$ cat src/pkg/apw_pkg.sv
// package: register map, field layout and timing constants of the audio pwm output
package apw_pkg;
  // register byte offsets on the axi4-lite slave
  localparam logic [7:0] APW_OFS_STATUS = 8'h00;
  localparam logic [7:0] APW_OFS_CTRL = 8'h04;
  localparam logic [7:0] APW_OFS_XLOW = 8'h08;
  localparam logic [7:0] APW_OFS_LOW = 8'h0c;
  localparam logic [7:0] APW_OFS_HIGH = 8'h10;
  localparam logic [7:0] APW_OFS_HALT = 8'h14;
  localparam logic [7:0] APW_OFS_LEVEL = 8'h18;
  // field positions
  localparam int APW_BIT_IRQ = 2;
  localparam int APW_BIT_EN = 0;
  localparam int APW_BIT_HALTED = 1;
  // reset values
  localparam logic [3:0] APW_RST_NIBBLE = 4'h0;
  localparam logic [11:0] APW_RST_SAMPLE = 12'h000;
  // output period
  localparam int APW_CLK_HZ = 25000000;
  localparam int APW_RATE_HZ = 32000;
  localparam int APW_PERIOD_CYC = APW_CLK_HZ / APW_RATE_HZ;
  localparam logic [9:0] APW_PERIOD_LAST = 10'(APW_PERIOD_CYC - 1);
  // axi responses
  localparam logic [1:0] APW_RESP_OKAY = 2'b00;
  localparam logic [1:0] APW_RESP_SLVERR = 2'b10;

  typedef enum logic [1:0] {
    APW_RES8 = 2'b00,
    APW_RES10 = 2'b01,
    APW_RES12 = 2'b10
  } apw_res_t;

  typedef struct packed {
    logic sign;
    logic [10:0] width;
  } apw_sample_t;

  typedef struct packed {
    logic pos_o;
    logic pos_oe_n;
    logic neg_o;
    logic neg_oe_n;
  } apw_pins_t;
endpackage

$ cat src/design/apw_audio_pwm_output.sv
// audio pwm output stage with axi4-lite register slave
//
// Local design decisions: the address map and the AXI4-Lite slave port.
`timescale 1ns/10ps
`default_nettype none
// Functional notes
// - at each period boundary load, set the interrupt flag to one
// - copy held sample to active register at period end, and every cycle while disabled
// - without a new write, previous sample repeats next period
// - enable bit set starts pulses, cleared stops them
// - while disabled but not halted, with a drive-strength fuse set, both audio pins are driven low
// - halt clears enable and floats both audio pins
// - 10-bit mode runs 32 kHz, magnitudes 0 to 511
// - 10-bit sample is high nibble, low nibble, extra low bits 3:2
// - 12-bit mode runs 32 kHz, magnitudes up to 2047
// - 12-bit sample is high, low, extra low nibbles msb first
// - both drive-strength fuses zero floats pins regardless of enable
// - top bit of high nibble is sign, one means negative
// - in 8-bit mode seven bits below sign give pulse width
// - 8-bit mode also runs at fixed 32 kHz
// - one interrupt request each completed output period
module apw_audio_pwm_output
  import apw_pkg::*;
(
  input wire logic aclk,
  input wire logic aresetn,
  input wire logic clk_en,
  input wire logic res12_fuse,
  input wire logic res10_fuse,
  input wire logic drive_strength_fuse_a,
  input wire logic drive_strength_fuse_b,
  input wire logic [7:0] s_axi_awaddr,
  input wire logic s_axi_awvalid,
  output logic s_axi_awready,
  input wire logic [31:0] s_axi_wdata,
  input wire logic [3:0] s_axi_wstrb,
  input wire logic s_axi_wvalid,
  output logic s_axi_wready,
  output logic [1:0] s_axi_bresp,
  output logic s_axi_bvalid,
  input wire logic s_axi_bready,
  input wire logic [7:0] s_axi_araddr,
  input wire logic s_axi_arvalid,
  output logic s_axi_arready,
  output logic [31:0] s_axi_rdata,
  output logic [1:0] s_axi_rresp,
  output logic s_axi_rvalid,
  input wire logic s_axi_rready,
  output logic audio_pos_pin_o,
  output logic audio_pos_pin_oe_n,
  output logic audio_neg_pin_o,
  output logic audio_neg_pin_oe_n,
  output logic sample_irq_flag
);

  ////////////////////////////////////////////////////////////////////////////
  // resolution decode and sample assembly

  function automatic apw_res_t res_sel(input logic f12, input logic f10);
    if (f12) begin
      return APW_RES12;
    end
    return f10 ? APW_RES10 : APW_RES8;
  endfunction

  function automatic apw_sample_t build_sample(input apw_res_t res, input logic [3:0] hi,
                                               input logic [3:0] lo, input logic [3:0] xl);
    apw_sample_t s;
    s.sign = hi[3];
    s.width = 11'h000;
    unique case (res)
      APW_RES8: s.width = {4'h0, hi[2:0], lo};
      APW_RES10: s.width = {2'h0, hi[2:0], lo, xl[3:2]};
      APW_RES12: s.width = {hi[2:0], lo, xl};
      default: s.width = 11'h000;
    endcase
    return s;
  endfunction

  apw_res_t res;
  assign res = res_sel(res12_fuse, res10_fuse);

  ////////////////////////////////////////////////////////////////////////////
  // register state

  logic [3:0] hi_r, hi_nxt, lo_r, lo_nxt, xl_r, xl_nxt;
  logic en_r, en_nxt, irq_r, irq_nxt, halted_r, halted_nxt;
  logic [9:0] cnt_r, cnt_nxt;
  apw_sample_t act_r, act_nxt;
  logic aw_ok_r, aw_ok_nxt, w_ok_r, w_ok_nxt, bv_r, bv_nxt, rv_r, rv_nxt;
  logic [7:0] awa_r, awa_nxt;
  logic [31:0] wd_r, wd_nxt, rd_r, rd_nxt;
  logic [1:0] bresp_r, bresp_nxt, rresp_r, rresp_nxt;
  apw_pins_t pins_r, pins_nxt;

  logic wr_go, rd_go, period_end, drive_ok;
  assign wr_go = aw_ok_r && w_ok_r && !bv_r;
  assign rd_go = s_axi_arvalid && !rv_r;
  assign period_end = (cnt_r == APW_PERIOD_LAST);
  assign drive_ok = drive_strength_fuse_a | drive_strength_fuse_b;

  ////////////////////////////////////////////////////////////////////////////
  // next-state logic

  always_comb begin
    hi_nxt = hi_r;
    lo_nxt = lo_r;
    xl_nxt = xl_r;
    en_nxt = en_r;
    irq_nxt = irq_r;
    halted_nxt = halted_r;
    cnt_nxt = cnt_r;
    act_nxt = act_r;
    aw_ok_nxt = aw_ok_r;
    w_ok_nxt = w_ok_r;
    awa_nxt = awa_r;
    wd_nxt = wd_r;
    bv_nxt = bv_r;
    bresp_nxt = bresp_r;
    rv_nxt = rv_r;
    rd_nxt = rd_r;
    rresp_nxt = rresp_r;
    pins_nxt = pins_r;

    // axi write channels taken in either order
    if (s_axi_awvalid && !aw_ok_r) begin
      aw_ok_nxt = 1'b1;
      awa_nxt = s_axi_awaddr;
    end
    if (s_axi_wvalid && !w_ok_r) begin
      w_ok_nxt = 1'b1;
      wd_nxt = s_axi_wdata;
    end
    if (bv_r && s_axi_bready) begin
      bv_nxt = 1'b0;
    end
    if (wr_go) begin
      aw_ok_nxt = 1'b0;
      w_ok_nxt = 1'b0;
      bv_nxt = 1'b1;
      bresp_nxt = APW_RESP_OKAY;
      unique case (awa_r)
        APW_OFS_STATUS: begin
          // software clears flag by writing zero
          if (!wd_r[APW_BIT_IRQ]) begin
            irq_nxt = 1'b0;
          end
        end
        APW_OFS_CTRL: begin
          en_nxt = wd_r[APW_BIT_EN];
          if (wd_r[APW_BIT_EN]) begin
            halted_nxt = 1'b0;
          end
        end
        APW_OFS_XLOW: xl_nxt = wd_r[3:0];
        APW_OFS_LOW: lo_nxt = wd_r[3:0];
        APW_OFS_HIGH: hi_nxt = wd_r[3:0];
        APW_OFS_HALT: begin
          // halt clears enable and floats pins
          if (wd_r[0]) begin
            en_nxt = 1'b0;
            halted_nxt = 1'b1;
          end
        end
        default: bresp_nxt = APW_RESP_SLVERR;
      endcase
    end

    // axi read
    if (rv_r && s_axi_rready) begin
      rv_nxt = 1'b0;
    end
    if (rd_go) begin
      rv_nxt = 1'b1;
      rresp_nxt = APW_RESP_OKAY;
      rd_nxt = 32'h0000_0000;
      unique case (s_axi_araddr)
        APW_OFS_STATUS: rd_nxt[APW_BIT_IRQ] = irq_r;
        APW_OFS_CTRL: begin
          rd_nxt[APW_BIT_EN] = en_r;
          rd_nxt[APW_BIT_HALTED] = halted_r;
        end
        APW_OFS_XLOW: rd_nxt[3:0] = xl_r;
        APW_OFS_LOW: rd_nxt[3:0] = lo_r;
        APW_OFS_HIGH: rd_nxt[3:0] = hi_r;
        APW_OFS_HALT: rd_nxt = 32'h0000_0000;
        APW_OFS_LEVEL: rd_nxt[11:0] = act_r;
        default: rresp_nxt = APW_RESP_SLVERR;
      endcase
    end

    // pwm period counter; stopped counter restarts a fresh period
    if (en_r) begin
      cnt_nxt = period_end ? 10'h000 : 10'(cnt_r + 10'h001);
      if (period_end) begin
        act_nxt = build_sample(res, hi_r, lo_r, xl_r);
        irq_nxt = 1'b1;
      end
    end else begin
      cnt_nxt = 10'h000;
      // first period after enable uses freshly written data
      act_nxt = build_sample(res, hi_r, lo_r, xl_r);
    end

    // sign selects pin, width sets pulse length
    // fixed 32 kHz period; a 12-bit width above 780 holds the pin high all period
    pins_nxt.pos_o = en_r && !act_r.sign && ({1'b0, cnt_r} < act_r.width);
    pins_nxt.neg_o = en_r && act_r.sign && ({1'b0, cnt_r} < act_r.width);
    pins_nxt.pos_oe_n = halted_r || !drive_ok;
    pins_nxt.neg_oe_n = halted_r || !drive_ok;
  end

  ////////////////////////////////////////////////////////////////////////////
  // registers

  always_ff @(posedge aclk) begin
    if (!aresetn) begin
      hi_r <= APW_RST_NIBBLE;
      lo_r <= APW_RST_NIBBLE;
      xl_r <= APW_RST_NIBBLE;
      en_r <= 1'b0;
      irq_r <= 1'b0;
      halted_r <= 1'b0;
      cnt_r <= 10'h000;
      act_r <= APW_RST_SAMPLE;
      aw_ok_r <= 1'b0;
      w_ok_r <= 1'b0;
      awa_r <= 8'h00;
      wd_r <= 32'h0000_0000;
      bv_r <= 1'b0;
      bresp_r <= APW_RESP_OKAY;
      rv_r <= 1'b0;
      rd_r <= 32'h0000_0000;
      rresp_r <= APW_RESP_OKAY;
      pins_r <= 4'b0000;
    end else if (clk_en) begin
      hi_r <= hi_nxt;
      lo_r <= lo_nxt;
      xl_r <= xl_nxt;
      en_r <= en_nxt;
      irq_r <= irq_nxt;
      halted_r <= halted_nxt;
      cnt_r <= cnt_nxt;
      act_r <= act_nxt;
      aw_ok_r <= aw_ok_nxt;
      w_ok_r <= w_ok_nxt;
      awa_r <= awa_nxt;
      wd_r <= wd_nxt;
      bv_r <= bv_nxt;
      bresp_r <= bresp_nxt;
      rv_r <= rv_nxt;
      rd_r <= rd_nxt;
      rresp_r <= rresp_nxt;
      pins_r <= pins_nxt;
    end
  end

  ////////////////////////////////////////////////////////////////////////////
  // outputs

  // handshake readies gated by clk_en so nothing is taken while frozen
  assign s_axi_awready = clk_en && !aw_ok_r;
  assign s_axi_wready = clk_en && !w_ok_r;
  assign s_axi_arready = clk_en && !rv_r;
  assign s_axi_bvalid = bv_r;
  assign s_axi_bresp = bresp_r;
  assign s_axi_rvalid = rv_r;
  assign s_axi_rdata = rd_r;
  assign s_axi_rresp = rresp_r;
  assign audio_pos_pin_o = pins_r.pos_o;
  assign audio_pos_pin_oe_n = pins_r.pos_oe_n;
  assign audio_neg_pin_o = pins_r.neg_o;
  assign audio_neg_pin_oe_n = pins_r.neg_oe_n;
  assign sample_irq_flag = irq_r;

endmodule
`default_nettype wire

$ cat config.mk
export PLATFORM = sky130hd
export DESIGN_NAME = apw_audio_pwm_output
export DESIGN_NICKNAME = d
export VERILOG_FILES = /design/src/pkg/apw_pkg.sv /design/src/design/apw_audio_pwm_output.sv
export SDC_FILE = /design/constraint.sdc
export NUM_CORES = 1
export LEC_CHECK = 0
export ABC_AREA = 1
export BUFFER_PORTS_ARGS = -buffer_cell sky130_fd_sc_hd__buf_2
export CORE_AREA = 2 2 72 102
export CTS_CLUSTER_DIAMETER = 100
export CTS_CLUSTER_SIZE = 28
export DETAILED_ROUTE_END_ITERATION = 10
export DIE_AREA = 0 0 74 104
export PLACE_DENSITY = 0.89
export SETUP_SLACK_MARGIN = 0.3
export SYNTH_ARGS = -nofsm -noshare
export SYNTH_HDL_FRONTEND = slang
export SYNTH_SLANG_ARGS = --single-unit
export TNS_END_PERCENT = 50
$ cat constraint.sdc
create_clock -name aclk -period 4.2 [get_ports aclk]
set_input_delay 0.63 -clock aclk [delete_from_list [all_inputs] [get_ports aclk]]
set_output_delay 0.63 -clock aclk [all_outputs]
set_load 0.05 [all_outputs]
==> impl_metrics.toml, run 1 <==
[timing]
tightest_slew_ns = 0.752
final-hold-violation-count = 0
holdWs_ns = 0.463
rsz0062_at_grt = "no"
setup_violations = 0
fmax_ghz = 0.484
relSlewSlack_pct = 49.9
fin_setup_tns_ns = 0
finalCriticalPeriod_ns = 2.07
finalCritPeriodShare_pct = 49.2
finalMaxSlewViolations = 0
clock-skew-final_ns = 0.00668
setup_ws_ns = 2.13

[route]
detail-route-antenna-nets = 0
drt-total-wl_um = 8390
drc = 0
first_pass_iters = 5
num_vias = 3436
via_per_inst = 5.15
drtIter0Drc = 297
wl_per_cell_um = 12.6

[critical_path]
crit_type = "in -> out"
worstPathBufferInverterCount = 3
reg2reg_to = "cnt_r[7]"
worstPathArrival_ns = 1.44
r2r_cells = 9
crit_top_cell = "buf_2"
cpMaxStageDelayCell = "buf_2"
crit_start = "clk_en"
max_stage_delay_ns = 0.28
path_delay_family = "buffers and inverters"
cp_cell_sequence = "buf_2 -> inv_4 -> nor2_1 -> buf_2"
end_kind = "output pin"
critPathRequiredTime_ns = 3.57
worstPathMaxFanout = 17
worst_setup_path_start_kind = "primary input"
rrSetupSlack_ns = 2.28
r2r-start = "cnt_r[0]"

[global_routing]
grt.busiest_layer = "met2"
grt_max_degree = 52
grt_pass1_vias = 3331
grt_pass1_wl_um = 14200
grtUsageTotal_pct = 23.4
antenna_found_initial = 0
use_met3_pct = 4.07
use_met2_pct = 40.4
grtUsageMet1_pct = 25.0
grt_overflow = 0

[logic_synthesis]
ys_seq_area_share_pct = 38.4
syn_avg_cell_area_um2 = 7.05
syn_area_mm2 = 0.00365
ys_ff_latch = 70
yosys_warnings = 0
synthCells = 517
ys_types = 37

[finish]
num-fill-cells = 603
fin_cells = 667
area.growth.synth_to_final_pct = 11.7
drive_above_1_share_pct = 15.6
antenna_cells = 0
fin_nets = 642

[flow_run]
cap_viol_max_count = 0

[cts]
h-tree-depth = 3
cts_tree = "done"
clock-root-buffer = "clkbuf_8"
cts_setup_buffers = 0
clock-sinks = 70
post_cts_resized = 0
cts.path.max_buffers = 2
cts_buffers = 9
clk_pin_slew_worst_paths_ns = 0.07
cts_hold_buf = 0
clk_latency_ns = 0.35

[pwr]
ir_drop_mv = 0.256
p_per_area_mw_per_mm2 = 372
cellLeakagePower_nw = 1.78

[hold_path]
min_from = "act_r[7]"
hold_depth = 2
min_to = "s_axi_rdata[7]"
min_path_type = "reg -> reg"

[floorplan]
dieHeight_um = 104
die_w_um = 74
design.core.area_mm2 = 0.00680
num_io_pins = 110
std_cell_rows = 36
start_util_pct = 53.6
dieArea_mm2 = 0.00770

[placed_design]
dp.cells = 651
routabilityCongestion = 0.933
dp_slack_ns = 2.08
hpwl_um = 6350
numPortBuffers = 55

[status]
status = "completed"
[layout make-up]
| cell class | count | area [um^2] | share of cell area [%] |
|---|---|---|---|
| multi-input combinational | 373 | 1840 | 45.2 |
| tap | 95 | 119 | 2.92 |
| timing repair buffer | 55 | 275 | 6.76 |
| clock inverter | 4 | 70.1 | 1.72 |
| sequential | 70 | 1400 | 34.4 |
| inverter | 58 | 220 | 5.41 |
| clock buffer | 12 | 145 | 3.56 |
[worst register-to-register path, stage by stage (launching register included)]
cell     delay, ns
dfxtp_1       0.36
inv_1         0.11
ha_1          0.23
inv_1         0.07
nor2_2        0.04
nand4_2       0.06
nand2_1       0.06
nand2_2       0.28
nand2_1       0.35
nor3b_1       0.28
[synthesized netlist by cell type]
library cell / n / share of area (%)
nand3b_1: 2 / 0.41
xnor2_1: 3 / 0.72
nand4_1: 11 / 1.9
buf_6: 1 / 0.31
nand4_2: 2 / 0.69
o21ai_0: 50 / 6.9
inv_4: 1 / 0.17
conb_1: 1 / 0.10
nor2_2: 3 / 0.51
a21oi_1: 47 / 6.5
o21ai_1: 2 / 0.27
inv_1: 52 / 5.4
o22ai_1: 1 / 0.17
a31oi_1: 1 / 0.17
clkinv_1: 1 / 0.10
nor2_4: 4 / 1.2
xor2_1: 3 / 0.72
or2_2: 1 / 0.17
clkbuf_1: 5 / 0.51
buf_4: 26 / 5.4
buf_8: 1 / 0.41
a22oi_1: 1 / 0.21
nor2_1: 70 / 7.2
dfxtp_1: 70 / 38
ha_1: 11 / 3.8
o211ai_1: 5 / 1.0
inv_2: 4 / 0.41
buf_2: 4 / 0.55
nand2_1: 94 / 9.7
o21a_1: 1 / 0.21
o211a_1: 1 / 0.27
nor3_1: 5 / 0.69
nor3_2: 1 / 0.27
o21ai_2: 1 / 0.24
nand3_1: 27 / 3.7
nand2_2: 3 / 0.51
nor3b_1: 1 / 0.21
[flip-flops by register name, summed over array words and instances (netlist names), 4 cells and up]
signal       count
act_r           12
cnt_r           10
s_axi_rdata     12
hi_r             4
xl_r             4
lo_r             4
wd_r             4
awa_r            8
[routing by layer]
| layer | vias to the layer above | part of all wire [%] |
|---|---|---|
| li1 | 1742 | - |
| met1 | 1564 | 39 |
| met2 | 101 | 52 |
| met3 | 29 | 4.1 |
| met4 | 0 | 4.8 |
| met5 | - | 0 |
[per-stage QoR]
stage          cell area (um^2)  total power, mW  utilization (%)
4_1_cts                    4070             1.52             59.9
6_report                   4070             1.52             59.9
3_3_place_gp               3860            0.927             56.7
5_1_grt                    4070             1.57             59.9
2_1_floorplan              3720            0.906                -
3_5_place_dp               3860            0.934             56.7
[placed cells by master (no fill, tap or decap), types with 2 or more instances in the layout]
master	netlist	routed
ha_1	11	11
clkbuf_8	0	10
clkinv_2	0	2
nand4_2	2	2
inv_1	52	52
xnor2_1	3	3
conb_1	1	22
clkbuf_1	5	2
nand2_1	94	94
o21ai_1	2	2
nor2_4	4	4
nor2_1	70	70
nor3_1	5	5
o211ai_1	5	5
nor2_2	3	3
nand3b_1	2	2
nand2_2	3	3
nand4_1	11	11
inv_2	4	4
o21ai_0	50	50
a21oi_1	47	47
dfxtp_1	70	70
buf_2	4	55
nand3_1	27	27
bufinv_16	0	2
xor2_1	3	3
[power by group]
| part | switching [mW] | internal, mW | total (mW) |
|---|---|---|---|
| Clock | 0.248 | 0.349 | 0.597 |
| Combinational | 0.168 | 0.0486 | 0.217 |
| Sequential | 0.0154 | 0.688 | 0.703 |
[how the worst max path moves through the flow]
stage	end	slack, ns	depth (start not counted)
after global routing	s_axi_arready	2.06	4
after detailed placement	s_axi_rdata[3]	2.08	3
after CTS	s_axi_wready	2.13	4
after floorplan	s_axi_awready	2.09	3
after global placement	s_axi_arready	2.15	4
final	s_axi_wready	2.13	4
[kinds of logic (layout without fill, tap and decap cells)]
kind of cell / Yosys count / count (layout) / share of synthesized area [%]
AND/OR/NAND/NOR: 224 / 224 / 27.2
AO/OA/AOI/OAI: 110 / 110 / 15.9
buffers and inverters: 95 / 129 / 13.2
flip-flops: 70 / 70 / 38.4
adder cells (fa/ha/maj): 11 / 11 / 3.77
XOR/XNOR: 6 / 6 / 1.44
other: 1 / 22 / 0.103
Power figures use the tool's default switching activity.
==> run 2: changes to the inputs <==
--- a/config.mk
+++ b/config.mk
@@ -7,12 +7,12 @@
 export LEC_CHECK = 0
 export ABC_AREA = 1
 export BUFFER_PORTS_ARGS = -buffer_cell sky130_fd_sc_hd__buf_2
-export CORE_AREA = 2 2 72 102
+export CORE_AREA = 2 2 78 110
 export CTS_CLUSTER_DIAMETER = 100
 export CTS_CLUSTER_SIZE = 28
 export DETAILED_ROUTE_END_ITERATION = 10
-export DIE_AREA = 0 0 74 104
-export PLACE_DENSITY = 0.89
+export DIE_AREA = 0 0 80 112
+export PLACE_DENSITY = 0.81
 export SETUP_SLACK_MARGIN = 0.3
 export SYNTH_ARGS = -nofsm -noshare
 export SYNTH_HDL_FRONTEND = slang
==> constraint.sdc (replaced) <==
create_clock -name aclk -period 1.8 [get_ports aclk]
set_input_delay 0.27 -clock aclk [delete_from_list [all_inputs] [get_ports aclk]]
set_output_delay 0.27 -clock aclk [all_outputs]
set_load 0.05 [all_outputs]
==> impl_metrics.toml, run 2 (same netlist as run 1, synthesis figures left out) <==
[status]
status = "completed"

[finish]
antenna_cells = 0
multiInputGateArea_mm2 = 0.00190
drive_above_1_share_pct = 19.0
seqCellArea_mm2 = 0.00141
final_common_cell = "nand2_1"
fin_nets = 648
num-fill-cells = 755
final_cell_mix = "nand2_1, nor2_1, dfxtp_1, buf_2, inv_1"
area.growth.synth_to_final_pct = 19.9

[timing]
clock-skew-final_ns = 0.00777
fmax_ghz = 0.689
rsz0062_at_grt = "yes"
holdWs_ns = 0.159
finalCriticalPeriod_ns = 1.45
finalCritPeriodShare_pct = 80.6
fin_setup_tns_ns = 0
final-hold-violation-count = 0
finalMaxSlewViolations = 0
setup_violations = 0

[critical_path]
critPathRequiredTime_ns = 2.06
crit_cells = 6
worstPathMaxFanout = 6
r2r_cells = 6
end_kind = "register"
worstPathBufferInverterCount = 0
worst_setup_path_start_kind = "register"
cpMaxStageDelayCell = "dfxtp_1"
crit_type = "reg -> reg"
path_delay_family = "flip-flops"
worstPathArrival_ns = 1.71
max_stage_delay_ns = 0.48
cp_cell_sequence = "ha_1 -> a21oi_1 -> nand2_1 -> nand2_1 -> nand4_1 -> a21oi_1"

[floorplan]
dieArea_mm2 = 0.00896
start_util_pct = 45.6
std_cell_rows = 39
num_io_pins = 110
design.core.area_mm2 = 0.00800
die_w_um = 80
dieHeight_um = 112

[pwr]
ir_drop_mv = 0.650
p_int_mw = 3.28
power_frac_comb_pct = 12.3
switchingPower_mw = 1.11
swShare_pct = 25.3
cellLeakagePower_nw = 1.90
finalPower_mw = 4.39
power_frac_seq_pct = 37.5
p_per_area_mw_per_mm2 = 1000
p_clk_share_pct = 50.2

[placed_design]
routabilityCongestion = 0.927
hpwl_um = 6340
numPortBuffers = 55

[hold_path]
hold_depth = 3
min_path_type = "in -> reg"

[cts]
cts_tree = "done"
cts_buffers = 9
clk_latency_ns = 0.34
clk_pin_slew_worst_paths_ns = 0.05
clock-root-buffer = "clkbuf_16"
cts.path.max_buffers = 2
clock-sinks = 70
h-tree-depth = 3

[route]
via_per_inst = 5.03
detail-route-antenna-nets = 0
wl_per_cell_um = 12.8
first_pass_iters = 5
num_vias = 3423
drt-total-wl_um = 8710
drc = 0
drtIter0Drc = 227

[global_routing]
grt_max_degree = 50
grt_pass1_wl_um = 14300
grt_pass1_vias = 3218
grt_overflow = 0
antenna_found_initial = 0
grtUsageTotal_pct = 20.6

[flow_run]
cap_viol_max_count = 0
## run 2: layer usage
metal | GRT usage, % | vias up | routed length [um]
li1 | - | 1751 | -
met1 | 21.9 | 1539 | 3250
met2 | 35.6 | 105 | 4540
met3 | 4.78 | 28 | 452
met4 | 13.0 | 0 | 466
met5 | 0 | - | 0
## run 2: timing repair
item	in CTS	in global routing
hold buffers	0	0
resized for setup	4	25
pin swaps	0	1
cloned	0	1
endpoints found under the setup margin	21	27
buffers inserted	0	1
## run 2: path summary, 6_finish.rpt
path	from	slack [ns]	to
worst max register to register	cnt_r[6]	0.35	audio_pos_pin_o
worst min-delay path	s_axi_wdata[3]	0.16	wd_r[3]
worst max-delay path	cnt_r[6]	0.35	audio_pos_pin_o
worst min register to register	act_r[10]	0.46	s_axi_rdata[10]
## run 2: area by class of cell
type | count | area share [%]
Multi-Input combinational cell | 373 | 43.3
Sequential cell | 70 | 32.1
Timing Repair Buffer | 61 | 8.01
Clock buffer | 11 | 5.55
Inverter | 58 | 5.09
Clock inverter | 5 | 2.95
Tap cell | 102 | 2.92
## run 2: per-stage QoR
step	util, %	instances	instance area (um^2)	setup slack (ns)
5_1_grt	54.6	680	4370	0.223
2_1_floorplan	-	538	3730	0.333
4_1_cts	53.4	678	4270	0.290
6_report	54.6	680	4370	0.349
3_3_place_gp	48.7	662	3900	0.261
3_5_place_dp	48.7	662	3900	0.199
## run 2: power groups by stage
| stage | combinational (mW) | clock (mW) | sequential [mW] |
|---|---|---|---|
| floorplan | 0.375 | 0 | 1.74 |
| global placement | 0.500 | 0 | 1.67 |
| detailed placement | 0.510 | 0 | 1.68 |
| CTS | 0.513 | 2.23 | 1.64 |
| global route | 0.593 | 2.30 | 1.65 |
| finish | 0.541 | 2.20 | 1.65 |
## run 2: worst reg2reg max path: stages, from the launching register on
cell and delay [ns]:
dfxtp_1 0.48, ha_1 0.32, a21oi_1 0.14, nand2_1 0.07, nand2_1 0.07, nand4_1 0.14, a21oi_1 0.16
